==> config.mk <==
export PLATFORM = sky130hd
export DESIGN_NAME = fw_config_bank
export DESIGN_NICKNAME = d
export VERILOG_FILES = /design/src/hw/fw_config_pkg.sv /design/src/hw/fw_config_bank.sv /design/src/hw/hour_tick.sv
export SDC_FILE = /design/constraint.sdc
export NUM_CORES = 1
export LEC_CHECK = 0
export BUFFER_PORTS_ARGS = -buffer_cell sky130_fd_sc_hd__buf_2
export CAP_MARGIN = 20
export CELL_PAD_IN_SITES_DETAIL_PLACEMENT = 1
export CELL_PAD_IN_SITES_GLOBAL_PLACEMENT = 1
export CORE_MARGIN = 2
export CORE_UTILIZATION = 45
export CTS_CLUSTER_SIZE = 10
export DETAILED_ROUTE_END_ITERATION = 7
export PLACE_DENSITY = 0.7
export SLEW_MARGIN = 10
export SYNTH_ARGS = -nofsm -noshare
export SYNTH_HDL_FRONTEND = slang
export SYNTH_SLANG_ARGS = --single-unit
==> constraint.sdc <==
create_clock -name mclk -period 32.2 [get_ports mclk]
set_input_delay 1.61 -clock mclk [delete_from_list [all_inputs] [get_ports mclk]]
set_output_delay 1.61 -clock mclk [all_outputs]
set_load 0.01 [all_outputs]
==> src/hw/fw_config_pkg.sv <==
// What this block does
// Activation code at start-up starts bootloading
// Without flow firmware, disable code stops watchdog
// With firmware watchdog on; zero code skips restore
// Force hourly checksum timer and hourly recall
// Bits 7:0 table start, address bit 8 set
// Bits 13:8 exponent scales table coefficients
// Bit 15 piecewise on, bit 31 disables vendor
// Over twice max flow: error, zero unless bit16
// Bit 17 chooses zero-flow versus regulation gating
// Bit 18 enables smoothing filter
// Bit 19 clear enforces legal recall intervals
// Recall init request cleared, done bit set
// Bit 21 suppresses pulse errors, bit 22 widens
// Bit 23 activates average error counters
// Bits 25:24 select threshold regulation method
// Bit 26 threshold as ratio of amplitude
// Bit 27 enables sound speed limit check
// Bit 29 triple volume copies, error if differ; block raises it from bit 29 with no-water and recall-done inputs
// Bit 30 selects calibration temperature source
// Rate from process config top byte, nonzero
// Fast clock frequency, zero means 4 MHz
// Stored checksum mismatch raises checksum error
// Cell address is cell number plus base
package fw_config_pkg;
  localparam logic [11:0] cell_base = 12'h100;
  localparam logic [6:0] cell_fw_config = 7'h6A;
  localparam logic [6:0] cell_boot = 7'h6B;
  localparam logic [6:0] cell_wd = 7'h6C;
  localparam logic [6:0] cell_fast_clk = 7'h66;
  localparam logic [6:0] cell_usm_prc = 7'h74;
  localparam logic [6:0] cell_cs_first = 7'h7C;
  localparam logic [6:0] cell_cs_last = 7'h7F;
  localparam logic [11:0] addr_fw_config = 12'h16A;
  localparam logic [11:0] addr_boot = 12'h16B;
  localparam logic [11:0] addr_wd = 12'h16C;
  localparam logic [11:0] addr_fast_clk = 12'h166;
  localparam logic [11:0] addr_usm_prc = 12'h174;
  localparam logic [11:0] addr_cs0 = 12'h17C;
  localparam logic [11:0] addr_cs1 = 12'h17D;
  localparam logic [11:0] addr_cs2 = 12'h17E;
  localparam logic [11:0] addr_cs3 = 12'h17F;
  localparam logic [11:0] addr_status = 12'h180;
  localparam logic [11:0] addr_control = 12'h181;
  localparam logic [11:0] addr_computed = 12'h182;
  localparam logic [11:0] addr_events = 12'h183;
  localparam logic [31:0] fw_config_reset = 32'h0000_0102;
  localparam logic [31:0] boot_activate_code = 32'hABCD_7654;
  localparam logic [31:0] wd_disable_code = 32'h48DB_A399;
  localparam logic [31:0] restore_off_code = 32'h0000_0000;
  localparam logic [31:0] fast_clk_default = 32'h003D_0900;
  localparam logic [31:0] zero_word = 32'h0000_0000;
  localparam int bit_pwl_en = 15;
  localparam int bit_keep = 16;
  localparam int bit_zero_ind = 17;
  localparam int bit_iir = 18;
  localparam int bit_no_enf = 19;
  localparam int bit_init_done = 20;
  localparam int bit_pi_supp = 21;
  localparam int bit_pi_hw = 22;
  localparam int bit_err_cnt = 23;
  localparam int bit_thr_lo = 24;
  localparam int bit_ratio = 26;
  localparam int bit_vlim = 27;
  localparam int bit_init_req = 28;
  localparam int bit_vol = 29;
  localparam int bit_tsens = 30;
  localparam int bit_vendor_off = 31;
  localparam int ctl_fw_present = 0;
  localparam int ctl_recall_done = 1;
  localparam int ctl_over_flow = 2;
  localparam int ctl_thr_bad = 3;
  localparam int ctl_no_water = 4;
  localparam int ctl_start = 5;
  localparam real clk_mhz = 250.0;
  localparam int hour_s = 3600;
  localparam longint hour_cycles = longint'(hour_s) * 64'd250_000_000;
  typedef enum logic [1:0] {
    thr_fixed = 2'b00,
    thr_trusted = 2'b01,
    thr_trusted_offset = 2'b10,
    thr_special = 2'b11
  } threshold_method_t;
  typedef struct packed {
    logic [8:0] table_start;
    logic [5:0] table_exponent;
    logic piecewise_cal_enable;
    logic vendor_cal_enable;
    logic overflow_keep_value;
    logic zero_state_allowed;
    logic iir_smoothing_enable;
    logic recall_enforce;
    logic pulse_flow_error;
    logic pulse_hw_error;
    logic average_error_counters_on;
    threshold_method_t threshold_regulation_method;
    logic threshold_as_ratio;
    logic sound_speed_limit_check;
    logic volume_triple_protect;
    logic cal_temperature_source;
  } fw_ctrl_t;
  typedef struct packed {
    logic boot_start;
    logic watchdog_enable;
    logic config_restore;
    logic force_hourly_timer;
    logic hourly_recall;
    logic recall_init_pulse;
    logic flow_force_zero;
    logic flow_error;
    logic checksum_error;
    logic volume_error;
    logic rate_error;
    logic [7:0] flight_time_rate;
    logic [31:0] fast_clock_hz;
  } fw_status_t;
endpackage : fw_config_pkg

==> src/hw/fw_config_bank.sv <==
`timescale 1ns/1ps
module fw_config_bank #(
  parameter longint hour_period = fw_config_pkg::hour_cycles
) (
  input wire logic mclk,
  input wire logic rst,
  input wire logic ce,
  input wire logic [11:0] s_axi_awaddr,
  input wire logic s_axi_awvalid,
  output logic s_axi_awready,
  input wire logic [31:0] s_axi_wdata,
  input wire logic [3:0] s_axi_wstrb,
  input wire logic s_axi_wvalid,
  output logic s_axi_wready,
  output logic [1:0] s_axi_bresp,
  output logic s_axi_bvalid,
  input wire logic s_axi_bready,
  input wire logic [11:0] s_axi_araddr,
  input wire logic s_axi_arvalid,
  output logic s_axi_arready,
  output logic [31:0] s_axi_rdata,
  output logic [1:0] s_axi_rresp,
  output logic s_axi_rvalid,
  input wire logic s_axi_rready,
  output fw_config_pkg::fw_ctrl_t ctrl,
  output fw_config_pkg::fw_status_t status
);
  import fw_config_pkg::*;

  // ----------------------------------------
  // Storage
  // ----------------------------------------
  logic [31:0] cfg_q, boot_q, wd_q, fclk_q, prc_q;
  logic [31:0] cs_q [4];
  logic [31:0] comp_q [4];
  logic [5:0] ctl_q;
  logic [5:0] ctl_s1_q, ctl_s2_q;
  logic start_q, hour_tick_w;
  logic [31:0] wr_mask;

  function automatic logic [31:0] apply_strb(input logic [31:0] old,
                                             input logic [31:0] nv,
                                             input logic [3:0] s);
    logic [31:0] r;
    r = old;
    for (int i = 0; i < 4; i++) begin
      if (s[i]) r[i*8 +: 8] = nv[i*8 +: 8];
    end
    return r;
  endfunction : apply_strb

  function automatic logic is_cs(input logic [11:0] a);
    return a >= addr_cs0 && a <= addr_cs3;
  endfunction : is_cs

  function automatic logic is_mapped(input logic [11:0] a);
    return a == addr_fw_config || a == addr_boot || a == addr_wd ||
      a == addr_fast_clk || a == addr_usm_prc || is_cs(a) ||
      a == addr_status || a == addr_control || (a >= addr_computed &&
      a < addr_computed + 12'd4);
  endfunction : is_mapped

  // ----------------------------------------
  // Write channel
  // ----------------------------------------
  logic aw_have_q, w_have_q;
  logic [11:0] aw_q;
  logic [31:0] wd_in_q;
  logic [3:0] ws_q;
  logic do_wr;
  logic [11:0] wa;
  logic [3:0] cidx;
  assign do_wr = aw_have_q && w_have_q && !s_axi_bvalid;
  assign wa = aw_q >> 2;
  assign cidx = 4'(wa - addr_computed);

  always_ff @(posedge mclk or posedge rst) begin
    if (rst) begin
      aw_have_q <= 1'b0;
      w_have_q <= 1'b0;
      aw_q <= '0;
      wd_in_q <= '0;
      ws_q <= '0;
      s_axi_awready <= 1'b0;
      s_axi_wready <= 1'b0;
      s_axi_bvalid <= 1'b0;
      s_axi_bresp <= 2'b00;
    end else if (ce) begin
      s_axi_awready <= !aw_have_q && !s_axi_awready;
      s_axi_wready <= !w_have_q && !s_axi_wready;
      if (s_axi_awvalid && s_axi_awready) begin
        aw_have_q <= 1'b1;
        aw_q <= s_axi_awaddr;
      end
      if (s_axi_wvalid && s_axi_wready) begin
        w_have_q <= 1'b1;
        wd_in_q <= s_axi_wdata;
        ws_q <= s_axi_wstrb;
      end
      if (do_wr) begin
        aw_have_q <= 1'b0;
        w_have_q <= 1'b0;
        s_axi_bvalid <= 1'b1;
        s_axi_bresp <= is_mapped(wa) ? 2'b00 : 2'b10;
      end else if (s_axi_bvalid && s_axi_bready) begin
        s_axi_bvalid <= 1'b0;
      end
    end
  end

  // ----------------------------------------
  // Cells
  // ----------------------------------------
  logic recall_init;
  assign recall_init = status.hourly_recall && cfg_q[bit_init_req];

  always_ff @(posedge mclk or posedge rst) begin
    if (rst) begin
      cfg_q <= fw_config_reset;
    end else if (ce) begin
      if (do_wr && wa == addr_fw_config) begin
        cfg_q <= apply_strb(cfg_q, wd_in_q, ws_q);
      end else if (recall_init) begin
        cfg_q[bit_init_req] <= 1'b0;
        cfg_q[bit_init_done] <= 1'b1;
      end
    end
  end

  always_ff @(posedge mclk or posedge rst) begin
    if (rst) begin
      boot_q <= zero_word;
      wd_q <= zero_word;
      fclk_q <= zero_word;
      prc_q <= zero_word;
      ctl_q <= '0;
    end else if (ce && do_wr) begin
      if (wa == addr_boot) boot_q <= apply_strb(boot_q, wd_in_q, ws_q);
      if (wa == addr_wd) wd_q <= apply_strb(wd_q, wd_in_q, ws_q);
      if (wa == addr_fast_clk) fclk_q <= apply_strb(fclk_q, wd_in_q, ws_q);
      if (wa == addr_usm_prc) prc_q <= apply_strb(prc_q, wd_in_q, ws_q);
      if (wa == addr_control) ctl_q <= 6'(apply_strb({26'd0, ctl_q}, wd_in_q, ws_q));
    end
  end

  genvar g;
  generate
    for (g = 0; g < 4; g++) begin : g_cs
      always_ff @(posedge mclk or posedge rst) begin
        if (rst) begin
          cs_q[g] <= zero_word;
          comp_q[g] <= zero_word;
        end else if (ce && do_wr) begin
          if (wa == addr_cs0 + 12'(g)) cs_q[g] <= apply_strb(cs_q[g], wd_in_q, ws_q);
          if (is_mapped(wa) && wa >= addr_computed && cidx == 4'(g)) begin
            comp_q[g] <= apply_strb(comp_q[g], wd_in_q, ws_q);
          end
        end
      end
    end
  endgenerate

  // ----------------------------------------
  // Firmware event inputs, synchronised
  // ----------------------------------------
  always_ff @(posedge mclk or posedge rst) begin
    if (rst) begin
      ctl_s1_q <= '0;
      ctl_s2_q <= '0;
      start_q <= 1'b0;
    end else if (ce) begin
      ctl_s1_q <= ctl_q;
      ctl_s2_q <= ctl_s1_q;
      start_q <= ctl_s2_q[ctl_start];
    end
  end

  hour_tick #(.period(hour_period)) u_hour (
    .mclk(mclk),
    .rst(rst),
    .ce(ce),
    .tick(hour_tick_w)
  );

  // ----------------------------------------
  // Decoded outputs
  // ----------------------------------------
  logic fw_present;
  logic thr_active;
  assign fw_present = ctl_s2_q[ctl_fw_present];
  assign thr_active = cfg_q[bit_thr_lo +: 2] != thr_fixed;

  always_ff @(posedge mclk or posedge rst) begin
    if (rst) begin
      ctrl <= '0;
    end else if (ce) begin
      ctrl.table_start <= {1'b1, cfg_q[7:0]};
      ctrl.table_exponent <= cfg_q[13:8];
      ctrl.piecewise_cal_enable <= cfg_q[bit_pwl_en];
      ctrl.vendor_cal_enable <= !cfg_q[bit_vendor_off];
      ctrl.overflow_keep_value <= cfg_q[bit_keep];
      ctrl.zero_state_allowed <= cfg_q[bit_zero_ind] || !thr_active ||
        !ctl_s2_q[ctl_thr_bad];
      ctrl.iir_smoothing_enable <= cfg_q[bit_iir];
      ctrl.recall_enforce <= !cfg_q[bit_no_enf];
      ctrl.pulse_flow_error <= !cfg_q[bit_pi_supp] && ctl_s2_q[ctl_over_flow];
      ctrl.pulse_hw_error <= !cfg_q[bit_pi_supp] && cfg_q[bit_pi_hw] &&
        ctl_s2_q[ctl_no_water];
      ctrl.average_error_counters_on <= cfg_q[bit_err_cnt];
      ctrl.threshold_regulation_method <= threshold_method_t'(cfg_q[bit_thr_lo +: 2]);
      ctrl.threshold_as_ratio <= cfg_q[bit_ratio];
      ctrl.sound_speed_limit_check <= cfg_q[bit_vlim];
      ctrl.volume_triple_protect <= cfg_q[bit_vol];
      ctrl.cal_temperature_source <= cfg_q[bit_tsens];
    end
  end

  logic cs_bad;
  always_comb begin
    cs_bad = 1'b0;
    for (int i = 0; i < 4; i++) begin
      if (cs_q[i] != comp_q[i]) cs_bad = 1'b1;
    end
  end

  always_ff @(posedge mclk or posedge rst) begin
    if (rst) begin
      status <= '0;
    end else if (ce) begin
      status.boot_start <= start_q ? (boot_q == boot_activate_code) : status.boot_start;
      status.watchdog_enable <= fw_present || wd_q != wd_disable_code;
      status.config_restore <= fw_present && wd_q != restore_off_code;
      status.force_hourly_timer <= 1'b1;
      status.hourly_recall <= hour_tick_w;
      status.recall_init_pulse <= recall_init;
      status.flow_error <= ctl_s2_q[ctl_over_flow];
      status.flow_force_zero <= ctl_s2_q[ctl_over_flow] && !cfg_q[bit_keep];
      status.checksum_error <= cs_bad;
      status.volume_error <= cfg_q[bit_vol] && ctl_s2_q[ctl_no_water] &&
        ctl_s2_q[ctl_recall_done];
      status.flight_time_rate <= prc_q[31:24];
      status.rate_error <= prc_q[31:24] == 8'h00;
      status.fast_clock_hz <= (fclk_q == zero_word) ? fast_clk_default : fclk_q;
    end
  end

  // ----------------------------------------
  // Read channel
  // ----------------------------------------
  logic [11:0] ra;
  logic [31:0] rd;
  assign ra = s_axi_araddr >> 2;
  always_comb begin
    rd = zero_word;
    case (ra)
      addr_fw_config: rd = cfg_q;
      addr_boot: rd = boot_q;
      addr_wd: rd = wd_q;
      addr_fast_clk: rd = fclk_q;
      addr_usm_prc: rd = prc_q;
      addr_status: rd = {17'd0, status.boot_start, status.watchdog_enable,
        status.config_restore, status.force_hourly_timer, status.flow_force_zero,
        status.flow_error, status.checksum_error, status.volume_error,
        status.rate_error, 6'd0};
      addr_control: rd = {26'd0, ctl_q};
      default: begin
        if (is_cs(ra)) rd = cs_q[ra[1:0]];
        else if (is_mapped(ra)) rd = comp_q[ra[1:0] - 2'd2];
        else rd = zero_word;
      end
    endcase
  end

  always_ff @(posedge mclk or posedge rst) begin
    if (rst) begin
      s_axi_arready <= 1'b0;
      s_axi_rvalid <= 1'b0;
      s_axi_rdata <= '0;
      s_axi_rresp <= 2'b00;
    end else if (ce) begin
      s_axi_arready <= !s_axi_rvalid && !s_axi_arready;
      if (s_axi_arvalid && s_axi_arready) begin
        s_axi_rvalid <= 1'b1;
        s_axi_rdata <= rd;
        s_axi_rresp <= is_mapped(ra) ? 2'b00 : 2'b10;
      end else if (s_axi_rvalid && s_axi_rready) begin
        s_axi_rvalid <= 1'b0;
      end
    end
  end
endmodule : fw_config_bank

==> src/hw/hour_tick.sv <==
`timescale 1ns/1ps
module hour_tick #(
  parameter longint period = 64'd900_000_000_000
) (
  input wire logic mclk,
  input wire logic rst,
  input wire logic ce,
  output logic tick
);
  import fw_config_pkg::*;
  logic [39:0] cnt_q;
  always_ff @(posedge mclk or posedge rst) begin
    if (rst) begin
      cnt_q <= '0;
      tick <= 1'b0;
    end else if (ce) begin
      if (cnt_q == 40'(period - 1)) begin
        cnt_q <= '0;
        tick <= 1'b1;
      end else begin
        cnt_q <= cnt_q + 40'd1;
        tick <= 1'b0;
      end
    end
  end
endmodule : hour_tick
======== After elaboration in Yosys (flattened, before gate mapping) ========
Index checks and enable logic that the tools add are counted.
storage, ports and cells
  logic and storage cells ................. 314
  bits in registers ....................... 648
  input port bits ......................... 68
  output and inout bits ................... 122
cells by class
  equal/unequal tests ..................... 30
  muxes and demuxes ....................... 32
  magnitude comparators ................... 10
  add/sub/neg operators ................... 3
  reductions and logical operators ........ 135
  bitwise logic cells ..................... 2
operator list
  kind                   number
  $mux 32                7
  $pmux 32 s7            1
  $eq 10x9->1 const B    18
  $reduce_and 3->1       55
  $bmux 32 s2            2
  $ne 32x32->1           4
  $add 40x1->40 const B  1
  $eq 40x40->1 const B   1
  $ge 10x9->1 const B    4
  $mux 40                1
  $eq 32x32->1 const B   1
  $logic_not 32->1       1
  $ne 32x31->1 const B   1
  $reduce_bool 32->1     1
  $logic_and 1x1->1      29
  $le 10x9->1 const B    2
  $lt 10x9->1 const B    2
  $logic_or 1x1->1       19
  $reduce_and 2->1       9
  $mux 1                 17
  $logic_not 1->1        13
  $reduce_bool 2->1      6
  $mux 5                 2
  $eq 4x2->1 const B     2
  9 further kinds        13

======== Longest topological paths before layout ========
Gate-level depths: netlist of run 1.
  word-level depth ........................ 12
  mapped depth ............................ 10
  depth with buffers taken out ............ 8

======== Hierarchy ========
A second synthesis of run 1 with hierarchy kept.
unflattened totals
  cell total of the unflattened synthesis .. 2290
  area, all modules ....................... 30287.8 um2
modules (own cells, without submodules)
  module          area each (um2)  instances  seq. area each (um2)  cells an instance
  fw_config_bank  28257.1          1          15067.0               2090
  hour_tick       2030.7           1          1026.0                200

======== Least setup slack after synthesis of run 1 ========
OpenSTA, ideal clock, no wires.
  path type ............................... input to register
  start point ............................. input port s_axi_araddr[2]
  end point ............................... register s_axi_rdata[14]
  setup time .............................. 133 ps
  path slack .............................. 28689 ps
  buffers on the path ..................... 2
  stages .................................. 6
  data required time ...................... 32067 ps
  data arrival time ....................... 3378 ps
  cell sequence ........................... buf_2 > buf_1 > mux4_2 > a221o_1 > o21ai_0 > o21ai_0
between the ends
  longest elaborated chain between the ends .. 12
  elaborated cells between the ends (all ways) .. 33
  classes of those cells .................. add/sub: 1; order compare: 4; eq/ne: 7; mux: 9; bitwise: 2; reduce/logical: 10
RTL lines
  item                                                                  line                   RTL
  from (decl)                                                           fw_config_bank.sv:18   input wire logic [11:0] s_axi_araddr,
  parallel branches: the longest is 11 deep, another holds $ge 10x9->1  n/a
  $pmux 32 s7 *                                                         fw_config_bank.sv:255  case (ra)
  to (signal assigned)                                                  fw_config_bank.sv:284  s_axi_rdata <= rd;
  to (decl)                                                             fw_config_bank.sv:21   output logic [31:0] s_axi_rdata,
Every way passes the cells marked *. The select of a mux whose other input is x is not followed.
A chain may end at the register's enable or synchronous reset.

======== Worst setup path after layout of run 1 ========
  start point ............................. input port s_axi_araddr[2]
  end point ............................... register s_axi_rdata[20]
Same word-level chain as after synthesis.

==> run summary, run 1 <==
Initial core utilization - 0.4552
Synth Register Bits - 643
Seq/Total Area, Yosys - 0.5377
Via Count - 20,732
Outcome - finished, final reports clean
Vias per cell - 6.207
Area fraction of the dominant cell type after synthesis - 0.5360
CTS buffer count - 76
Die area - 68,580 um^2
Io pins - 190
Die W - 261.9 um
Avg Inst Size Synth - 13.11 um^2
DRT Pass-1 Iters - 5
# setup viols final - 0
Worst-path clk slew - 50 ps
Fill count - 6,648
CTS HTree Levels - 3
Area grow syn2layout - 13.19%
RePlAce Congestion - 0.9296
Total power - 0.001951 W
Slew @ Worst Pin - 1169 ps
Post-route DRC - 0
Global route overflow - 0
Most area-consuming cells after synthesis - dfrtp_1 54%, mux2_2 21%, mux4_2 4.8%, xnor2_1 2.0%, xor2_1 1.5%
RSZ-0062 raised after global routing - no
Total wire length - 99.22 mm
Max cap viols - 0
Post-synth top area cell - dfrtp_1
Max Slew Vio Count - 0
Die Y-Extent - 261.9 um
Layout cells sized above 1 - 0.3826
Asr flop ratio synth - 1.000
Nets - 2,520
Cell Rows - 94
Ys Warns - 0
Mapped Area - 29,930 um^2
Clock Skew - 26.30 ps
Clk_lat worst skew - 640 ps
CTS sink count - 643
CP required - 32,660 ps
CP endpoint kind - flip-flop
DP HPWL - 70.99 mm
First-pass GRT wire length - 148.1 mm
Final Hold Vio Count - 0
TNS Setup - 0 ps
PwrDens - 57.60 nW/um^2
Cell leakage power - 15.95 nW
Final period util - 0.1390
CP startpoint kind - primary input
Largest net degree at the start of global routing - 183
Top FF cell, synth - dfrtp_1
Antenna-violating nets left - 0
Gr usage total - 0.2938
Fmax - 223.4 MHz
Setup Buffers After CTS - 0
Synth Instances - 2,282
CTS tree - yes
Worst Setup Path Type - primary input to flip-flop
Library cells used by synthesis - 71
Synth cell count leaders - 641 x dfrtp_1, 546 x mux2_2, 103 x nand2_1, 88 x nor2_1
Critical Path AT - 4940 ps
Count of input and output buffers - 183
Wirelength per Cell - 29.71 um
EDFF count, synth - 0
Max VDD drop - 49.04 uV
Hold_ws - 475.6 ps
Crit-path max FO - 44
Resized Gates After CTS - 0
CTS Hold Bufs - 0
HP Class - flip-flop to flip-flop
Clock buffer depth - 3
Vias in the first global route - 22,039
Final min period - 4476 ps
Iteration-0 DRC Markers - 1,523
Slew HR - 0.2207
CTS Root Cell - clkbuf_16
Initial antenna violation count - 5
Core area - 65,750 um^2
Most common cell in the netlist - dfrtp_1
-- final cells by class --
| type | instances | area, um^2 | share of cell area |
|---|---|---|---|
| Antenna cell | 1 | 2.502 | 0.00007387 |
| Clock buffer | 97 | 2073 | 0.06121 |
| Clock inverter | 7 | 86.33 | 0.002549 |
| Inverter | 69 | 266.5 | 0.007868 |
| Multi-Input combinational cell | 1446 | 13090 | 0.3865 |
| Sequential cell | 643 | 16090 | 0.4751 |
| Tap cell | 864 | 1081 | 0.03191 |
| Timing Repair Buffer | 213 | 1179 | 0.03479 |
-- per-stage QoR --
stage / area (um^2) / utilization / worst slack [ps] / std cells
after floorplan: 29930 / - / 12580 / 2283
after global placement: 31640 / 0.4813 / 27170 / 3228
after global routing: 33870 / 0.5152 / 27580 / 3339
after CTS: 33820 / 0.5143 / 27780 / 3334
after detailed placement: 31660 / 0.4815 / 27120 / 3230
final: 33870 / 0.5152 / 27720 / 3340
-- state kept, by name (all words and copies together), names as in the netlist, 10 cells and up --
register and flops:
comp_q 128, cs_q 128, status 50, u_hour.cnt_q 40, boot_q 32, cfg_q 32, fclk_q 32, prc_q 32
s_axi_rdata 32, wd_in_q 32, wd_q 32, ctrl 30, aw_q 10
-- worst paths after layout --
check | from | end | slack [ps] | cells past startpoint
max in group asynchronous | rst | s_axi_rdata[16] | 28660 | 4
min | u_hour.cnt_q[10] | u_hour.cnt_q[10] | 480 | 1
max | s_axi_araddr[2] | s_axi_rdata[20] | 27720 | 7
min in group asynchronous | rst | wd_in_q[30] | 1070 | 2
min reg2reg | u_hour.cnt_q[10] | u_hour.cnt_q[10] | 480 | 1
max reg2reg | aw_q[3] | comp_q[78] | 29070 | 8
-- cells by family after synthesis --
| logic type | after synthesis | share of synthesized area |
|---|---|---|
| muxes | 636 | 0.2623 |
| DFF | 643 | 0.5377 |
| other | 1 | 0.0001253 |
| xor gates and xnor gates | 120 | 0.03512 |
| buffers and inverters | 194 | 0.02592 |
| adders and majority gates | 3 | 0.001254 |
| and+or+nand+nor | 419 | 0.07350 |
| AOI/OAI and AO/OA | 266 | 0.06405 |
-- critical path, cell delays in order --
cell and delay (ps):
buf_4 310, buf_4 680, buf_4 780, mux4_2 590, a221o_1 410, o21ai_0 270, o21ai_0 160
-- per-layer routing --
metal	GRT usage	vias to the layer above	wire, um
li1	-	8739	-
met1	0.3995	11115	42250
met2	0.4770	677	47360
met3	0.04311	201	5566
met4	0.1154	0	4035
met5	0	-	0
-- placed cells by master, fill, tap and decap left out, types with 13 or more instances in the layout --
cell and count:
mux2_2 546, nor4_1 45, mux2i_1 26, a22oi_1 36
nand4_1 39, a221oi_1 19, xnor2_1 69, xor2_1 51
mux4_2 64, o22ai_1 21, nand2_1 103, clkbuf_1 14
o21ai_0 67, nor2_1 88, o221ai_1 21, buf_2 180
buf_4 30, inv_1 68, clkbuf_16 78, a221o_1 20
nand3_1 40, dfrtp_1 641, nor2_2 13
-- power breakdown --
group          switching (W)  internal, W  total [W]
registers           0.000155     0.000853    0.00101
clock network       0.000331     0.000454   0.000786
logic              0.0000853    0.0000721   0.000157
Note: power is estimated with default switching activity, not from simulation.
==> run 2, diff against run 1 <==
PLACE_DENSITY = 0.72   (was 0.7)
clock period = 4 ns   (was 32.2 ns; I/O delays follow)
==> run summary, run 2 (synthesized netlist as in run 1, its figures left out) <==
CP endpoint kind - flip-flop
Crit-path max FO - 13 (-70%)
First-pass GRT wire length - 149.7 mm (+1.0%)
Most common cell after layout, fill and taps aside - dfrtp_1
Max VDD drop - 338.0 uV (+590%)
Global route overflow - 0 (unchanged)
Setup Buffers After CTS - 0 (unchanged)
CTS buffer count - 77 (+1.3%)
Critical Path AT - 3500 ps (-1440 ps)
Largest regs - comp_q: 128 flops, cs_q: 128 flops, status: 50 flops
Cell leakage power - 16.31 nW (+2.3%)
Initial antenna violation count - 3 (-2)
Max cap viols - 0 (unchanged)
Worst-path clk slew - 60 ps (about the same)
Wirelength per Cell - 29.03 um (-2.3%)
# setup viols final - 0 (unchanged)
Die Y-Extent - 261.9 um (unchanged)
CP startpoint kind - flip-flop
Clock Skew - 24.10 ps (-2.200 ps)
Cell Rows - 94 (unchanged)
Die W - 261.9 um (unchanged)
CTS tree - yes
Initial core utilization - 0.4552 (unchanged)
Resized Gates After CTS - 0 (unchanged)
Area grow syn2layout - 15.77%
Final period util - 0.7542
Final Hold Vio Count - 0 (unchanged)
Diodes inserted - 0 (-1)
RSZ-0062 raised after global routing - no
Slew @ Worst Pin - 1103 ps (-66.28 ps)
Antenna-violating nets left - 0 (unchanged)
Die area - 68,580 um^2 (unchanged)
Core area - 65,750 um^2 (unchanged)
Nets - 2,595 (+3.0%)
Final min period - 3017 ps
CTS HTree Levels - 3 (unchanged)
Most frequent cells in the layout - 641 x dfrtp_1, 546 x mux2_2, 180 x buf_2
Largest net degree at the start of global routing - 146 (-20%)
CP required - 4490 ps (-28,170 ps)
TNS Setup - 0 ps (unchanged)
Vias in the first global route - 22,661 (+2.8%)
Clock buffer depth - 3 (unchanged)
Non-filler cells, final - 3,422 (+2.5%)
Fmax - 331.5 MHz
Io pins - 190 (unchanged)
Slew HR - 0.2581 (+0.03741)
DRT Pass-1 Iters - 5 (unchanged)
Vias per cell - 6.135 (-1.2%)
Fill count - 6,565 (-1.2%)
PwrDens - 456.5 nW/um^2 (+690%)
Iteration-0 DRC Markers - 1,585 (+4.1%)
Post-route DRC - 0 (unchanged)
Via Count - 20,995 (+1.3%)
HP Class - primary input to flip-flop
RePlAce Congestion - 0.9553 (+2.8%)
Layout cells sized above 1 - 0.3796 (-0.003033)
Count of input and output buffers - 183 (unchanged)
Inst Count DP - 3,259 (+0.90%)
Max Slew Vio Count - 0 (unchanged)
Outcome - finished, final reports clean
DP HPWL - 70.86 mm (-0.18%)
Clk_lat worst skew - 620 ps (-20 ps)
CTS sink count - 643 (unchanged)
Worst Setup Path Type - flip-flop to flip-flop
CTS Root Cell - clkbuf_16
Gr usage total - 0.2959 (+0.002133)
Total wire length - 99.34 mm (+0.12%)
==> run 2: cell types whose count changed in the layout (fill, tap and decap cells not counted), sizes merged <==
cell         previous run  this run
buf                   212       237
bufinv                  1         0
clkbuf                 98       106
clkinv                  2         4
clkinvlp                0         2
diode                   1         0
dlygate4sd3             0        50
inv                    73        70
==> run 2: through the flow <==
step           area [um^2]  power (W)  setup WS [ps]  utilization  hold WS [ps]
2_1_floorplan        29940   0.008545          -4983            -         307.6
3_3_place_gp         31940   0.009370           1102       0.4858         318.0
3_5_place_dp         31940   0.009468           1024       0.4858         323.0
4_1_cts              34650    0.01587           1015       0.5270         96.15
5_1_grt              34650    0.01639          857.2       0.5270         131.0
6_report             34650    0.01582          983.3       0.5270         101.2
==> run 2: per-layer routing <==
| layer | GRT usage | up-vias | wire [um] |
|---|---|---|---|
| met2 | 0.4796 | 645 | 47760 |
| met4 | 0.1248 | 2 | 3969 |
| met5 | 0 | - | 10 |
| met1 | 0.3990 | 11268 | 42050 |
| met3 | 0.04408 | 183 | 5542 |
| li1 | - | 8897 | - |
==> run 2: timing repair <==
item | CTS | global route
endpoints found under the setup margin | 0 | 0
hold endpoints to repair | 67 | 0
hold buffers | 50 | 0
==> run 2: cell type report <==
cell class | count | area, um^2 | area share
well taps | 864 | 1081 | 0.03120
multi-input cells | 1446 | 13090 | 0.3778
repair buffers | 287 | 1917 | 0.05532
flip-flops and latches | 643 | 16090 | 0.4645
clock buffers | 106 | 2138 | 0.06171
inverters | 69 | 262.8 | 0.007583
clock inverters | 7 | 67.56 | 0.001950
==> run 2: critical path, stage by stage, from the launching register on <==
cell,delay (ps)
dfrtp_1,410
nor2b_1,170
and3_1,640
nand3_1,390
nor2_1,830
mux2_2,430
==> run 2: power breakdown <==
part           internal (W)  switching, W  total [W]
combinational      0.000622      0.000714    0.00134
sequential          0.00686       0.00126    0.00813
clock               0.00369       0.00267    0.00635
total                0.0112       0.00464     0.0158
==> run 2: final timing paths <==
check / slack, ps / from / endpoint / cells past startpoint
worst max register to register: 980 / s_axi_bvalid / fclk_q[31] / 5
min in group asynchronous: 220 / rst / cs_q[27] / 3
worst min register to register: 490 / s_axi_rdata[23] / s_axi_rdata[23] / 2
worst max-delay path: 980 / s_axi_bvalid / fclk_q[31] / 5
max in group asynchronous: 2520 / rst / ctrl[26] / 4
worst min-delay path: 100 / s_axi_arvalid / s_axi_rdata[3] / 4
